$ cat src/hw/btdr_pkg.sv
// Purpose: Shared constants and carrier types of the bus trace debug registers
// Assumes: 8-bit register port, 16-bit CPU address bus, one bus clock
// Notes: Register indices are local to the debug register window
package btdr_pkg;
  // Register indices on the register port
  localparam logic [2:0] IDX_CMP_A_HIGH = 3'h0;
  localparam logic [2:0] IDX_CMP_A_LOW = 3'h1;
  localparam logic [2:0] IDX_CMP_B_HIGH = 3'h2;
  localparam logic [2:0] IDX_CMP_B_LOW = 3'h3;
  localparam logic [2:0] IDX_FIFO_HIGH = 3'h4;
  localparam logic [2:0] IDX_FIFO_LOW = 3'h5;
  localparam logic [2:0] IDX_TRACE_CONTROL = 3'h6;
  localparam logic [2:0] IDX_FORCE_RESET = 3'h7;

  // Control field positions
  localparam int CTL_ENABLE = 7;
  localparam int CTL_ARM = 6;
  localparam int CTL_TAG = 5;
  localparam int CTL_BRK = 4;
  localparam int CTL_DIR_A = 3;
  localparam int CTL_QUAL_A = 2;
  localparam int CTL_DIR_B = 1;
  localparam int CTL_QUAL_B = 0;
  localparam int FORCE_RESET_BIT = 0;

  // Reset values and fixed read values
  localparam logic [7:0] CMP_RESET = 8'h00;
  localparam logic [7:0] CTL_RESET = 8'h00;
  localparam logic [7:0] FORCE_RESET_READ = 8'h00;
  localparam logic [7:0] FIFO_HIGH_EVENT_READ = 8'h00;
  localparam logic [15:0] BKPT_RESET = 16'h0000;
  localparam logic [15:0] FIFO_RESET = 16'h0000;

  // FIFO geometry and valid count
  localparam int FIFO_DEPTH = 8;
  localparam logic [3:0] COUNT_FULL = 4'h8;
  localparam logic [3:0] COUNT_CLEAR = 4'h0;

  // Serial debug command codes
  typedef enum logic [1:0] {
    CMD_READ_BYTE = 2'h0,
    CMD_WRITE_BYTE = 2'h1,
    cmd_read_breakpoint = 2'h2,
    cmd_write_breakpoint = 2'h3
  } btdr_cmd_op_t;

  // Capture run states, Gray along idle -> armed -> storing
  typedef enum logic [1:0] {
    RUN_IDLE = 2'b00,
    RUN_ARMED = 2'b01,
    RUN_STORE = 2'b11
  } btdr_run_t;

  // One CPU bus cycle
  typedef struct packed {
    logic [15:0] addr;
    logic rd;
    logic cycle;
  } btdr_bus_t;

  // Register access from user program
  typedef struct packed {
    logic [2:0] idx;
    logic wr;
    logic rd;
    logic [7:0] wdata;
  } btdr_reg_req_t;

  // Command from the serial debug controller
  typedef struct packed {
    btdr_cmd_op_t op;
    logic valid;
    logic [2:0] idx;
    logic [15:0] wdata;
  } btdr_cmd_t;
endpackage

$ cat src/hw/btdr_comparator.sv
// Purpose: One 16-bit address comparator with read/write qualification
// Assumes: Compare value is stable while armed
// Notes: Match is registered, one cycle after the bus cycle
`timescale 1ns/1ps
`default_nettype none
module btdr_comparator
(
  // Clock and reset
  input wire logic clk,
  input wire logic rst_n,
  // Compare setup
  input wire logic [15:0] value,
  input wire logic armed,
  input wire logic qualify,
  input wire logic dir_read,
  // CPU bus
  input wire btdr_pkg::btdr_bus_t bus,
  // Result
  output logic match
);
  logic addr_hit;
  logic dir_ok;

  assign addr_hit = (bus.addr == value);
  // Qualifier low means the direction of the cycle is ignored
  assign dir_ok = !qualify || (bus.rd == dir_read);

  always_ff @(posedge clk)
  begin
    if (!rst_n)
      match <= 1'b0;
    else
      match <= armed && bus.cycle && addr_hit && dir_ok;
  end
endmodule
`default_nettype wire

$ cat src/hw/btdr_top.sv
// Purpose: Debug register block: comparators, trace FIFO, control, breakpoint, force reset
// Assumes: Trigger mode logic lives outside and reports trigger and store events
// Notes: Serial byte commands take priority over a user access in the same cycle
`timescale 1ns/1ps
`default_nettype none
module btdr_top
(
  // Clock and reset
  input wire logic clk,
  input wire logic rst_n,
  // CPU bus and core status
  input wire btdr_pkg::btdr_bus_t cpu_bus,
  input wire logic [15:0] opcode_fetch_addr,
  input wire logic secure_state,
  // Trigger logic outside this block
  input wire logic trig_hit,
  input wire logic trace_begin,
  input wire logic event_only,
  input wire logic store_req,
  input wire logic [15:0] store_word,
  // User register port
  input wire btdr_pkg::btdr_reg_req_t reg_req,
  output logic [7:0] reg_rdata,
  // Serial debug command port
  input wire btdr_pkg::btdr_cmd_t cmd,
  output logic [15:0] cmd_rdata,
  // Serial breakpoint setup from the status-control register
  input wire logic serial_break_enable,
  input wire logic serial_break_kind,
  output logic bkpt_force,
  output logic bkpt_tag,
  // Outputs to core and system
  output logic match_a,
  output logic match_b,
  output logic break_req,
  output logic break_tag,
  output logic mcu_reset_req,
  output logic capture_run_flag,
  output logic [3:0] fifo_valid_count
);
  logic [15:0] breakpoint_address;
  logic [7:0] cmp_byte [4];
  logic [7:0] trace_control;
  logic [15:0] fifo [btdr_pkg::FIFO_DEPTH];
  typedef btdr_pkg::btdr_run_t btdr_run_t;
  btdr_run_t run_state;
  btdr_run_t next_run_state;

  // Merged register access; the serial side wins a collision
  logic ser_byte;
  logic acc_wr;
  logic acc_rd;
  logic [2:0] acc_idx;
  logic [7:0] acc_wdata;
  logic ctl_write;
  logic armed;
  logic run_done;
  logic fifo_store;
  logic fifo_read_low;
  logic [15:0] store_value;
  logic [7:0] next_ctl;
  logic [1:0] cmp_match;

  assign ser_byte = cmd.valid &&
    (cmd.op == btdr_pkg::CMD_WRITE_BYTE || cmd.op == btdr_pkg::CMD_READ_BYTE);
  assign acc_wr = ser_byte ? (cmd.op == btdr_pkg::CMD_WRITE_BYTE) : reg_req.wr;
  assign acc_rd = ser_byte ? (cmd.op == btdr_pkg::CMD_READ_BYTE) : reg_req.rd;
  assign acc_idx = ser_byte ? cmd.idx : reg_req.idx;
  assign acc_wdata = ser_byte ? cmd.wdata[7:0] : reg_req.wdata;
  assign ctl_write = acc_wr && (acc_idx == btdr_pkg::IDX_TRACE_CONTROL);
  assign armed = (run_state != btdr_pkg::RUN_IDLE);
  assign fifo_read_low = acc_rd && (acc_idx == btdr_pkg::IDX_FIFO_LOW);

  // Control written value; enable cannot rise while secure
  always_comb
  begin
    next_ctl = acc_wdata;
    if (secure_state && !trace_control[btdr_pkg::CTL_ENABLE])
      next_ctl[btdr_pkg::CTL_ENABLE] = 1'b0;
    if (!next_ctl[btdr_pkg::CTL_ENABLE])
      next_ctl[btdr_pkg::CTL_ARM] = 1'b0;
  end

  // Run sequencing; event-only runs are treated as begin traces
  always_comb
  begin
    next_run_state = run_state;
    run_done = 1'b0;
    fifo_store = 1'b0;
    unique case (run_state)
      btdr_pkg::RUN_IDLE:
      begin
        if (ctl_write && next_ctl[btdr_pkg::CTL_ARM])
          next_run_state = btdr_pkg::RUN_ARMED;
      end
      btdr_pkg::RUN_ARMED:
      begin
        if (trace_begin || event_only)
        begin
          if (trig_hit)
            next_run_state = btdr_pkg::RUN_STORE;
        end
        else
        begin
          fifo_store = store_req;
          if (trig_hit)
          begin
            run_done = 1'b1;
            next_run_state = btdr_pkg::RUN_IDLE;
          end
        end
      end
      btdr_pkg::RUN_STORE:
      begin
        fifo_store = store_req && (fifo_valid_count != btdr_pkg::COUNT_FULL);
        if (fifo_valid_count == btdr_pkg::COUNT_FULL)
        begin
          run_done = 1'b1;
          next_run_state = btdr_pkg::RUN_IDLE;
        end
      end
      default:
      begin
        next_run_state = btdr_pkg::RUN_IDLE;
      end
    endcase
    if (ctl_write && !next_ctl[btdr_pkg::CTL_ARM])
    begin
      run_done = 1'b0;
      next_run_state = btdr_pkg::RUN_IDLE;
    end
  end

  always_ff @(posedge clk)
  begin
    if (!rst_n)
      run_state <= btdr_pkg::RUN_IDLE;
    else
      run_state <= next_run_state;
  end

  // Run flag is registered from the next state, so it shows the current arm state
  always_ff @(posedge clk)
  begin
    if (!rst_n)
      capture_run_flag <= 1'b0;
    else
      capture_run_flag <= (next_run_state != btdr_pkg::RUN_IDLE);
  end

  // Control register; the arm bit follows the run state
  always_ff @(posedge clk)
  begin
    if (!rst_n)
      trace_control <= btdr_pkg::CTL_RESET;
    else if (ctl_write)
    begin
      trace_control <= next_ctl;
      // A run that completes on this edge still drops the arm bit
      if (run_done)
        trace_control[btdr_pkg::CTL_ARM] <= 1'b0;
    end
    else if (run_done)
      trace_control[btdr_pkg::CTL_ARM] <= 1'b0;
    else if (run_state == btdr_pkg::RUN_STORE && next_run_state == btdr_pkg::RUN_IDLE)
      trace_control[btdr_pkg::CTL_ARM] <= 1'b0;
  end

  // Comparator byte registers, locked while armed
  genvar gi;
  generate
    for (gi = 0; gi < 4; gi++)
    begin : g_cmp_byte
      always_ff @(posedge clk)
      begin
        if (!rst_n)
          cmp_byte[gi] <= btdr_pkg::CMP_RESET;
        else if (acc_wr && !armed && acc_idx == 3'(gi))
          cmp_byte[gi] <= acc_wdata;
      end
    end
  endgenerate

  // Two comparators: A from bytes 0/1, B from bytes 2/3
  generate
    for (gi = 0; gi < 2; gi++)
    begin : g_cmp
      btdr_comparator u_cmp
      (
        .clk(clk),
        .rst_n(rst_n),
        .value({cmp_byte[2 * gi], cmp_byte[2 * gi + 1]}),
        .armed(armed),
        .qualify(trace_control[btdr_pkg::CTL_QUAL_A - 2 * gi]),
        .dir_read(trace_control[btdr_pkg::CTL_DIR_A - 2 * gi]),
        .bus(cpu_bus),
        .match(cmp_match[gi])
      );
    end
  endgenerate

  assign match_a = cmp_match[0];
  assign match_b = cmp_match[1];

  // Event-only captures keep the high half clear
  assign store_value = event_only ? {8'h00, store_word[7:0]} : store_word;

  // Trace FIFO: shift toward slot 0, new words enter the last slot
  generate
    for (gi = 0; gi < btdr_pkg::FIFO_DEPTH; gi++)
    begin : g_fifo
      always_ff @(posedge clk)
      begin
        if (!rst_n)
          fifo[gi] <= btdr_pkg::FIFO_RESET;
        else if (fifo_store || (fifo_read_low && !armed))
        begin
          if (gi == btdr_pkg::FIFO_DEPTH - 1)
            fifo[gi] <= fifo_store ? store_value : opcode_fetch_addr;
          else
            fifo[gi] <= fifo[(gi + 1) % btdr_pkg::FIFO_DEPTH];
        end
      end
    end
  endgenerate

  // Valid word count: cleared at run start, saturates, never decremented by reads
  always_ff @(posedge clk)
  begin
    if (!rst_n)
      fifo_valid_count <= btdr_pkg::COUNT_CLEAR;
    else if (run_state == btdr_pkg::RUN_IDLE && next_run_state == btdr_pkg::RUN_ARMED)
      fifo_valid_count <= btdr_pkg::COUNT_CLEAR;
    else if (fifo_store && fifo_valid_count != btdr_pkg::COUNT_FULL)
      fifo_valid_count <= fifo_valid_count + 4'h1;
  end

  // Break request at run completion; kind from the tag bit
  always_ff @(posedge clk)
  begin
    if (!rst_n)
    begin
      break_req <= 1'b0;
      break_tag <= 1'b0;
    end
    else
    begin
      break_req <= run_done && trace_control[btdr_pkg::CTL_BRK];
      break_tag <= trace_control[btdr_pkg::CTL_TAG] && trace_control[btdr_pkg::CTL_BRK];
    end
  end

  // User read data; FIFO low reads slot 0, high reads slot 0 or zero in event-only mode
  always_ff @(posedge clk)
  begin
    if (!rst_n)
      reg_rdata <= 8'h00;
    else if (acc_rd)
    begin
      unique case (acc_idx)
        btdr_pkg::IDX_CMP_A_HIGH,
        btdr_pkg::IDX_CMP_A_LOW,
        btdr_pkg::IDX_CMP_B_HIGH,
        btdr_pkg::IDX_CMP_B_LOW:
          reg_rdata <= cmp_byte[acc_idx[1:0]];
        btdr_pkg::IDX_FIFO_HIGH:
          reg_rdata <= event_only ? btdr_pkg::FIFO_HIGH_EVENT_READ : fifo[0][15:8];
        btdr_pkg::IDX_FIFO_LOW:
          reg_rdata <= fifo[0][7:0];
        btdr_pkg::IDX_TRACE_CONTROL:
          reg_rdata <= trace_control;
        btdr_pkg::IDX_FORCE_RESET:
          reg_rdata <= btdr_pkg::FORCE_RESET_READ;
      endcase
    end
  end

  // Breakpoint address, reached only through serial commands
  always_ff @(posedge clk)
  begin
    if (!rst_n)
      breakpoint_address <= btdr_pkg::BKPT_RESET;
    else if (cmd.valid && cmd.op == btdr_pkg::cmd_write_breakpoint)
      breakpoint_address <= cmd.wdata;
  end

  // Serial read data mirrors byte reads in the low half
  always_ff @(posedge clk)
  begin
    if (!rst_n)
      cmd_rdata <= 16'h0000;
    else if (cmd.valid && cmd.op == btdr_pkg::cmd_read_breakpoint)
      cmd_rdata <= breakpoint_address;
    else if (cmd.valid && cmd.op == btdr_pkg::CMD_READ_BYTE)
    begin
      unique case (cmd.idx)
        btdr_pkg::IDX_FIFO_HIGH:
          cmd_rdata <= {8'h00, event_only ? btdr_pkg::FIFO_HIGH_EVENT_READ : fifo[0][15:8]};
        btdr_pkg::IDX_FIFO_LOW:
          cmd_rdata <= {8'h00, fifo[0][7:0]};
        btdr_pkg::IDX_TRACE_CONTROL:
          cmd_rdata <= {8'h00, trace_control};
        btdr_pkg::IDX_FORCE_RESET:
          cmd_rdata <= {8'h00, btdr_pkg::FORCE_RESET_READ};
        default:
          cmd_rdata <= {8'h00, cmp_byte[cmd.idx[1:0]]};
      endcase
    end
  end

  // Serial breakpoint match; ignored entirely when not enabled
  always_ff @(posedge clk)
  begin
    if (!rst_n)
    begin
      bkpt_force <= 1'b0;
      bkpt_tag <= 1'b0;
    end
    else
    begin
      bkpt_force <= serial_break_enable && serial_break_kind && cpu_bus.cycle &&
        cpu_bus.addr == breakpoint_address;
      bkpt_tag <= serial_break_enable && !serial_break_kind && cpu_bus.cycle &&
        cpu_bus.addr == breakpoint_address;
    end
  end

  // Force reset: only a serial byte write counts, user writes never reach it
  always_ff @(posedge clk)
  begin
    if (!rst_n)
      mcu_reset_req <= 1'b0;
    else
      mcu_reset_req <= cmd.valid && cmd.op == btdr_pkg::CMD_WRITE_BYTE &&
        cmd.idx == btdr_pkg::IDX_FORCE_RESET && cmd.wdata[btdr_pkg::FORCE_RESET_BIT];
  end
endmodule
`default_nettype wire

$ cat config.mk
export PLATFORM = sky130hd
export DESIGN_NAME = btdr_top
export DESIGN_NICKNAME = d
export VERILOG_FILES = /design/src/hw/btdr_pkg.sv /design/src/hw/btdr_comparator.sv /design/src/hw/btdr_top.sv
export SDC_FILE = /design/constraint.sdc
export NUM_CORES = 1
export LEC_CHECK = 0
export BUFFER_PORTS_ARGS = -buffer_cell sky130_fd_sc_hd__clkbuf_2
export CAP_MARGIN = 40
export CELL_PAD_IN_SITES_DETAIL_PLACEMENT = 1
export CELL_PAD_IN_SITES_GLOBAL_PLACEMENT = 1
export CORE_MARGIN = 2
export CORE_UTILIZATION = 40
export DETAILED_ROUTE_END_ITERATION = 10
export PLACE_DENSITY = 0.85
export SLEW_MARGIN = 10
export SYNTH_ARGS = -nofsm -noshare
export SYNTH_HDL_FRONTEND = slang
export SYNTH_SLANG_ARGS = --single-unit
$ cat constraint.sdc
create_clock -name clk -period 6.4 [get_ports clk]
set_clock_uncertainty 0.05 [all_clocks]
set_input_delay 0.64 -clock clk [delete_from_list [all_inputs] [get_ports clk]]
set_output_delay 0.64 -clock clk [all_outputs]
set_load 0.005 [all_outputs]
== After elaboration in Yosys (flattened, before gate mapping) ==
Memory sizes are Yosys's and may differ from the RTL's.
Cells that the tools add are included.
Storage, ports and cells
  flip-flop bits (word level): 62
  bits in writable memories: 160
  input bits: 94
  word-level logic and storage cells: 170
  memories: 2
Memory list
  fifo: words 8, bits a word 16, rd ports 8, clocked after memory_dff 0, wr ports 8, line btdr_top.sv:44  | logic [15:0] fifo [btdr_pkg::FIFO_DEPTH];
  cmp_byte: words 4, bits a word 8, rd ports 6, clocked after memory_dff 0, wr ports 4, line btdr_top.sv:42  | logic [7:0] cmp_byte [4];
Cells by class
  add/subtract/negate cells: 1
  equal/unequal tests: 24
  mux-type cells: 59
  bitwise operators: 13
  reduce and logical (&&, ||, !) cells: 56
Operator list (count)
  $mux W16: 12
  $eq A16 B16 Y1: 3
  $mux W8: 6
  $pmux W8 S5: 1
  $logic_and A1 B1 Y1: 35
  $pmux W8 S4: 1
  $mux W1: 29
  $eq A3 B3 Y1 const B: 8
  $mux W2: 6
  $or A1 B1 Y1: 12
  $eq A2 B1 Y1 const B: 3
  $eq A2 B2 Y1 const B: 3
  $eq A3 B2 Y1 const B: 2
  $logic_not A1 Y1: 6
  $logic_not A2 Y1: 3
  $pmux W2 S3: 1
  $reduce_bool A2 Y1: 3
  $logic_or A1 B1 Y1: 5
  $add A4 B1 Y4 const B: 1
  $eq A4 B4 Y1 const B: 1
  $ne A4 B4 Y1 const B: 1
  $pmux W1 S2: 2
  $reduce_or A4 Y1: 1
  $eq A3 B1 Y1 const B: 1
  6 further kinds: 7

== Logic depth before layout (Yosys ltp) ==
  depth after elaboration: 15
  gate-level depth with buffers: 9
  mapped depth without buffers: 7

== Modules after synthesis ==
A second synthesis with hierarchy kept.
Unflattened totals
  cells, all modules: 850
  area, all modules: 10153.5 sq um
Modules (own cells, without submodules)
  btdr_top: instances 1, cells each 800, area an instance 9715.6 sq um
  btdr_comparator: instances 2, cells each 25, area an instance 219.0 sq um

== Worst setup path after synthesis ==
No wires, ideal clock.
  path kind: input to register
  start point: input port event_only
  end point: memory fifo[0][0], enable pin
  data arrival time: 4534 ps
  required time: 4922 ps
  setup slack: 388 ps
  stages: 7
  path through: clkbuf_1 -> nor3_1 -> a21oi_1 -> or2_1 -> buf_2 -> buf_2 -> nand3_1
RTL lines
  start: declaration: line btdr_top.sv:18  | input wire logic event_only,
  end: declaration: line btdr_top.sv:44

==> flow_metrics.py <==
metrics = {
    "finish": {
        "fin_area_um2": 11800,
        "fin_cells": 1340,
        "area.growth.synth_to_final_pct": 17.3,
        "fin_util": 0.474,
        "diodes": 0,
        "nFillCells": 2735,
        "fin_nets": 1088,
        "multi_input_area_um2": 3800,
        "regArea_um2": 6050,
        "drive_gt1_frac": 0.194,
    },
    "setup_path": {
        "slowest_delay_ns": 0.63,
        "crit_path_max_fanout": 66,
        "cp_data_required_time_ns": 6.71,
        "crit_type": "primary input to flip-flop",
        "arrival_ns": 3.50,
        "cp_cell_sequence": "clkbuf_2 > nor2b_1 > mux2_4 > nand3_2 > a21boi_4 > buf_12 > buf_4 > and2_1",
        "critPathLaunchType": "primary input",
        "crit_slowest_cell": "nor2b_1",
        "end_kind": "flip-flop",
    },
    "power": {
        "pwr_density_cell_nw_per_um2": 274,
        "p_sw_w": 0.000758,
        "power_switching_share": 0.234,
        "internal-power_w": 0.00248,
        "power_frac_seq": 0.509,
        "clkPwrFrac": 0.414,
        "p_comb_frac": 0.077,
        "leakage_nw": 4.63,
        "ir_drop_uv": 196,
        "power_w": 0.00324,
    },
    "global_route": {
        "antenna_found_initial": 0,
        "grt_pass1_vias": 7473,
        "grtUsageTotal": 0.202,
        "grt_max_degree": 129,
        "grt.overflow.total": 0,
        "grt_pass1_wl_um": 41400,
    },
    "cts": {
        "clock_tree.buffer_depth": 3,
        "postCtsResizedCells": 0,
        "post_cts_buffers": 0,
        "cts_made_buffers": 24,
        "cts.sinks": 222,
        "cts.clk_slew.worst_paths_ns": 0.06,
        "clk_latency_ns": 0.52,
        "cts_tree": "built",
        "cts_root_buf": "clkbuf_16",
        "h-tree-depth": 1,
        "hold_buffers": 0,
    },
    "die": {
        "die-area_um2": 26500,
        "initial_core_util": 0.404,
        "die_width_um": 163,
        "fp-row-count": 58,
        "core_um2": 25000,
        "fp.dieH_um": 163,
        "ios": 130,
    },
    "placed_design": {
        "portBuffers": 129,
        "place_congestion": 0.916,
        "place_area_um2": 11100,
        "post-dp-hpwl_um": 19200,
        "numPlacedInstances": 1296,
    },
    "timing": {
        "finalHoldViolations": 0,
        "finalSetupViolations": 0,
        "grt_setup_unrepaired": "false",
        "slew_viol_final": 0,
        "max_freq_mhz": 313,
        "layout_min_cycle_time_ns": 3.19,
        "final.period_utilization": 0.499,
        "tightest_slew_ns": 0.891,
        "relSlewSlack": 0.389,
        "finalSetupTns_ns": 0,
    },
    "yosys": {
        "ys_warn_count": 0,
        "synthTopCellsByArea": "edfxtp_1, dfxtp_1, and2_1",
        "synth_top_area_frac": 0.476,
        "synthDistinctLibCells": 56,
        "avgSynthCellArea_um2": 11.5,
        "synth_area_leader_cell": "edfxtp_1",
        "netlist_instances": 877,
        "syn_area_um2": 10100,
        "synth_common_cells": "edfxtp_1, nand2_1, and2_1",
        "yosysMostFrequentCell": "edfxtp_1",
        "ys_ff_latch": 222,
        "ys_seq_area_frac": 0.599,
        "synth_edf_count": 160,
        "async_flop_share": 0,
        "synth_ff_type": "edfxtp_1",
        "synth_nets": 973,
    },
    "route": {
        "drt_iter0_drc": 681,
        "avgRoutedWirePerCell_um": 20.1,
        "drc": 0,
        "vias": 7293,
        "postRouteAntennaNets": 0,
        "routed_via_density": 5.44,
        "drt_wl_total_um": 26900,
        "firstDrtPassIters": 7,
    },
    "flow_run": {
        "maxCapViolCount": 0,
    },
    "min_path": {
        "hp-class": "primary input to flip-flop",
    },
    "outcome": {
        "outcome": "complete, no violations",
    },
}
[worst max-delay path, delay by kind of cell]
| kind | cells | cell delay, ns |
|---|---|---|
| AO/OA/AOI/OAI | 1 | 0.27 |
| multiplexers | 1 | 0.43 |
| AND/OR/NAND/NOR | 3 | 1.07 |
| buffers and inverters | 3 | 1.03 |
[worst paths after layout]
check                      startpoint            to  slack (ns)  cells past startpoint
setup reg to reg  fifo_valid_count[0]   fifo[1][17]        3.63                     10
hold / removal      serial_break_kind      bkpt_tag        0.24                      2
setup / recovery              cmd[17]   fifo[1][17]        3.21                      8
hold reg to reg          cmd_rdata[8]  cmd_rdata[8]        0.42                      2
[power by group through the flow]
stage / sequential [W] / combinational, W / clock [W]
detailed placement: 0.00168 / 0.000248 / 0
global route: 0.00165 / 0.000272 / 0.00141
global placement: 0.00167 / 0.000238 / 0
CTS: 0.00165 / 0.000251 / 0.00136
finish: 0.00165 / 0.000251 / 0.00134
floorplan: 0.00166 / 0.000151 / 0
[area by class of cell]
cell class	instances	area share
flip-flops and latches	222	0.511
multi-input cells	595	0.321
well taps	330	0.0349
repair buffers	140	0.0646
inverters	9	0.00286
clock buffers	35	0.0605
clock inverters	9	0.00487
[stage by stage]
step | hold slack, ns | worst slack, ns
after CTS | 0.233 | 3.21
after global routing | 0.239 | 2.92
after floorplan | 0.407 | 0.388
final | 0.244 | 3.21
after detailed placement | 0.416 | 2.70
after global placement | 0.403 | 2.23
[cell usage in the layout, fill, tap and decap left out, types with 9 or more instances in the layout]
master	synthesis	final
clkbuf_2	0	129
xnor2_1	31	31
a21boi_0	15	15
inv_1	9	9
a21boi_1	10	10
dfxtp_1	62	62
o211ai_1	16	16
xor2_1	21	21
nand3_1	16	15
nand3b_1	17	17
nor2_1	44	44
nand4_1	10	10
and2_1	115	115
nand2_1	132	132
edfxtp_1	160	160
nor3b_1	9	9
mux2i_1	11	11
a21oi_1	37	37
o21ai_0	9	9
clkbuf_16	0	27
[routing by layer]
| layer | global-route usage | vias to the layer above | part of all wire |
|---|---|---|---|
| met3 | 0.0313 | 57 | 0.068 |
| met5 | 0 | - | 0 |
| li1 | - | 3352 | - |
| met2 | 0.359 | 275 | 0.50 |
| met4 | 0.0595 | 0 | 0.025 |
| met1 | 0.255 | 3609 | 0.40 |
[logic make-up (layout without fill, tap and decap cells)]
group	after synthesis	in the layout	share of synthesized area
buf+inv	60	193	0.0262
xor+xnor	52	52	0.0451
compound gates	140	140	0.0981
flops	222	222	0.599
simple gates	380	380	0.197
fa+ha+maj	2	2	0.00248
mux	21	21	0.0318
[state kept, by name, summed over array words and instances, names as in the netlist]
signal              count
bkpt_force              1
bkpt_tag                1
break_req               1
break_tag               1
breakpoint_address     16
capture_run_flag        1
cmd_rdata              16
cmp_byte               32
fifo                  128
fifo_valid_count        4
g_cmp.u_cmp.match       2
mcu_reset_req           1
reg_rdata               8
run_state               2
trace_control           8
(Power assumes the default switching activity.)
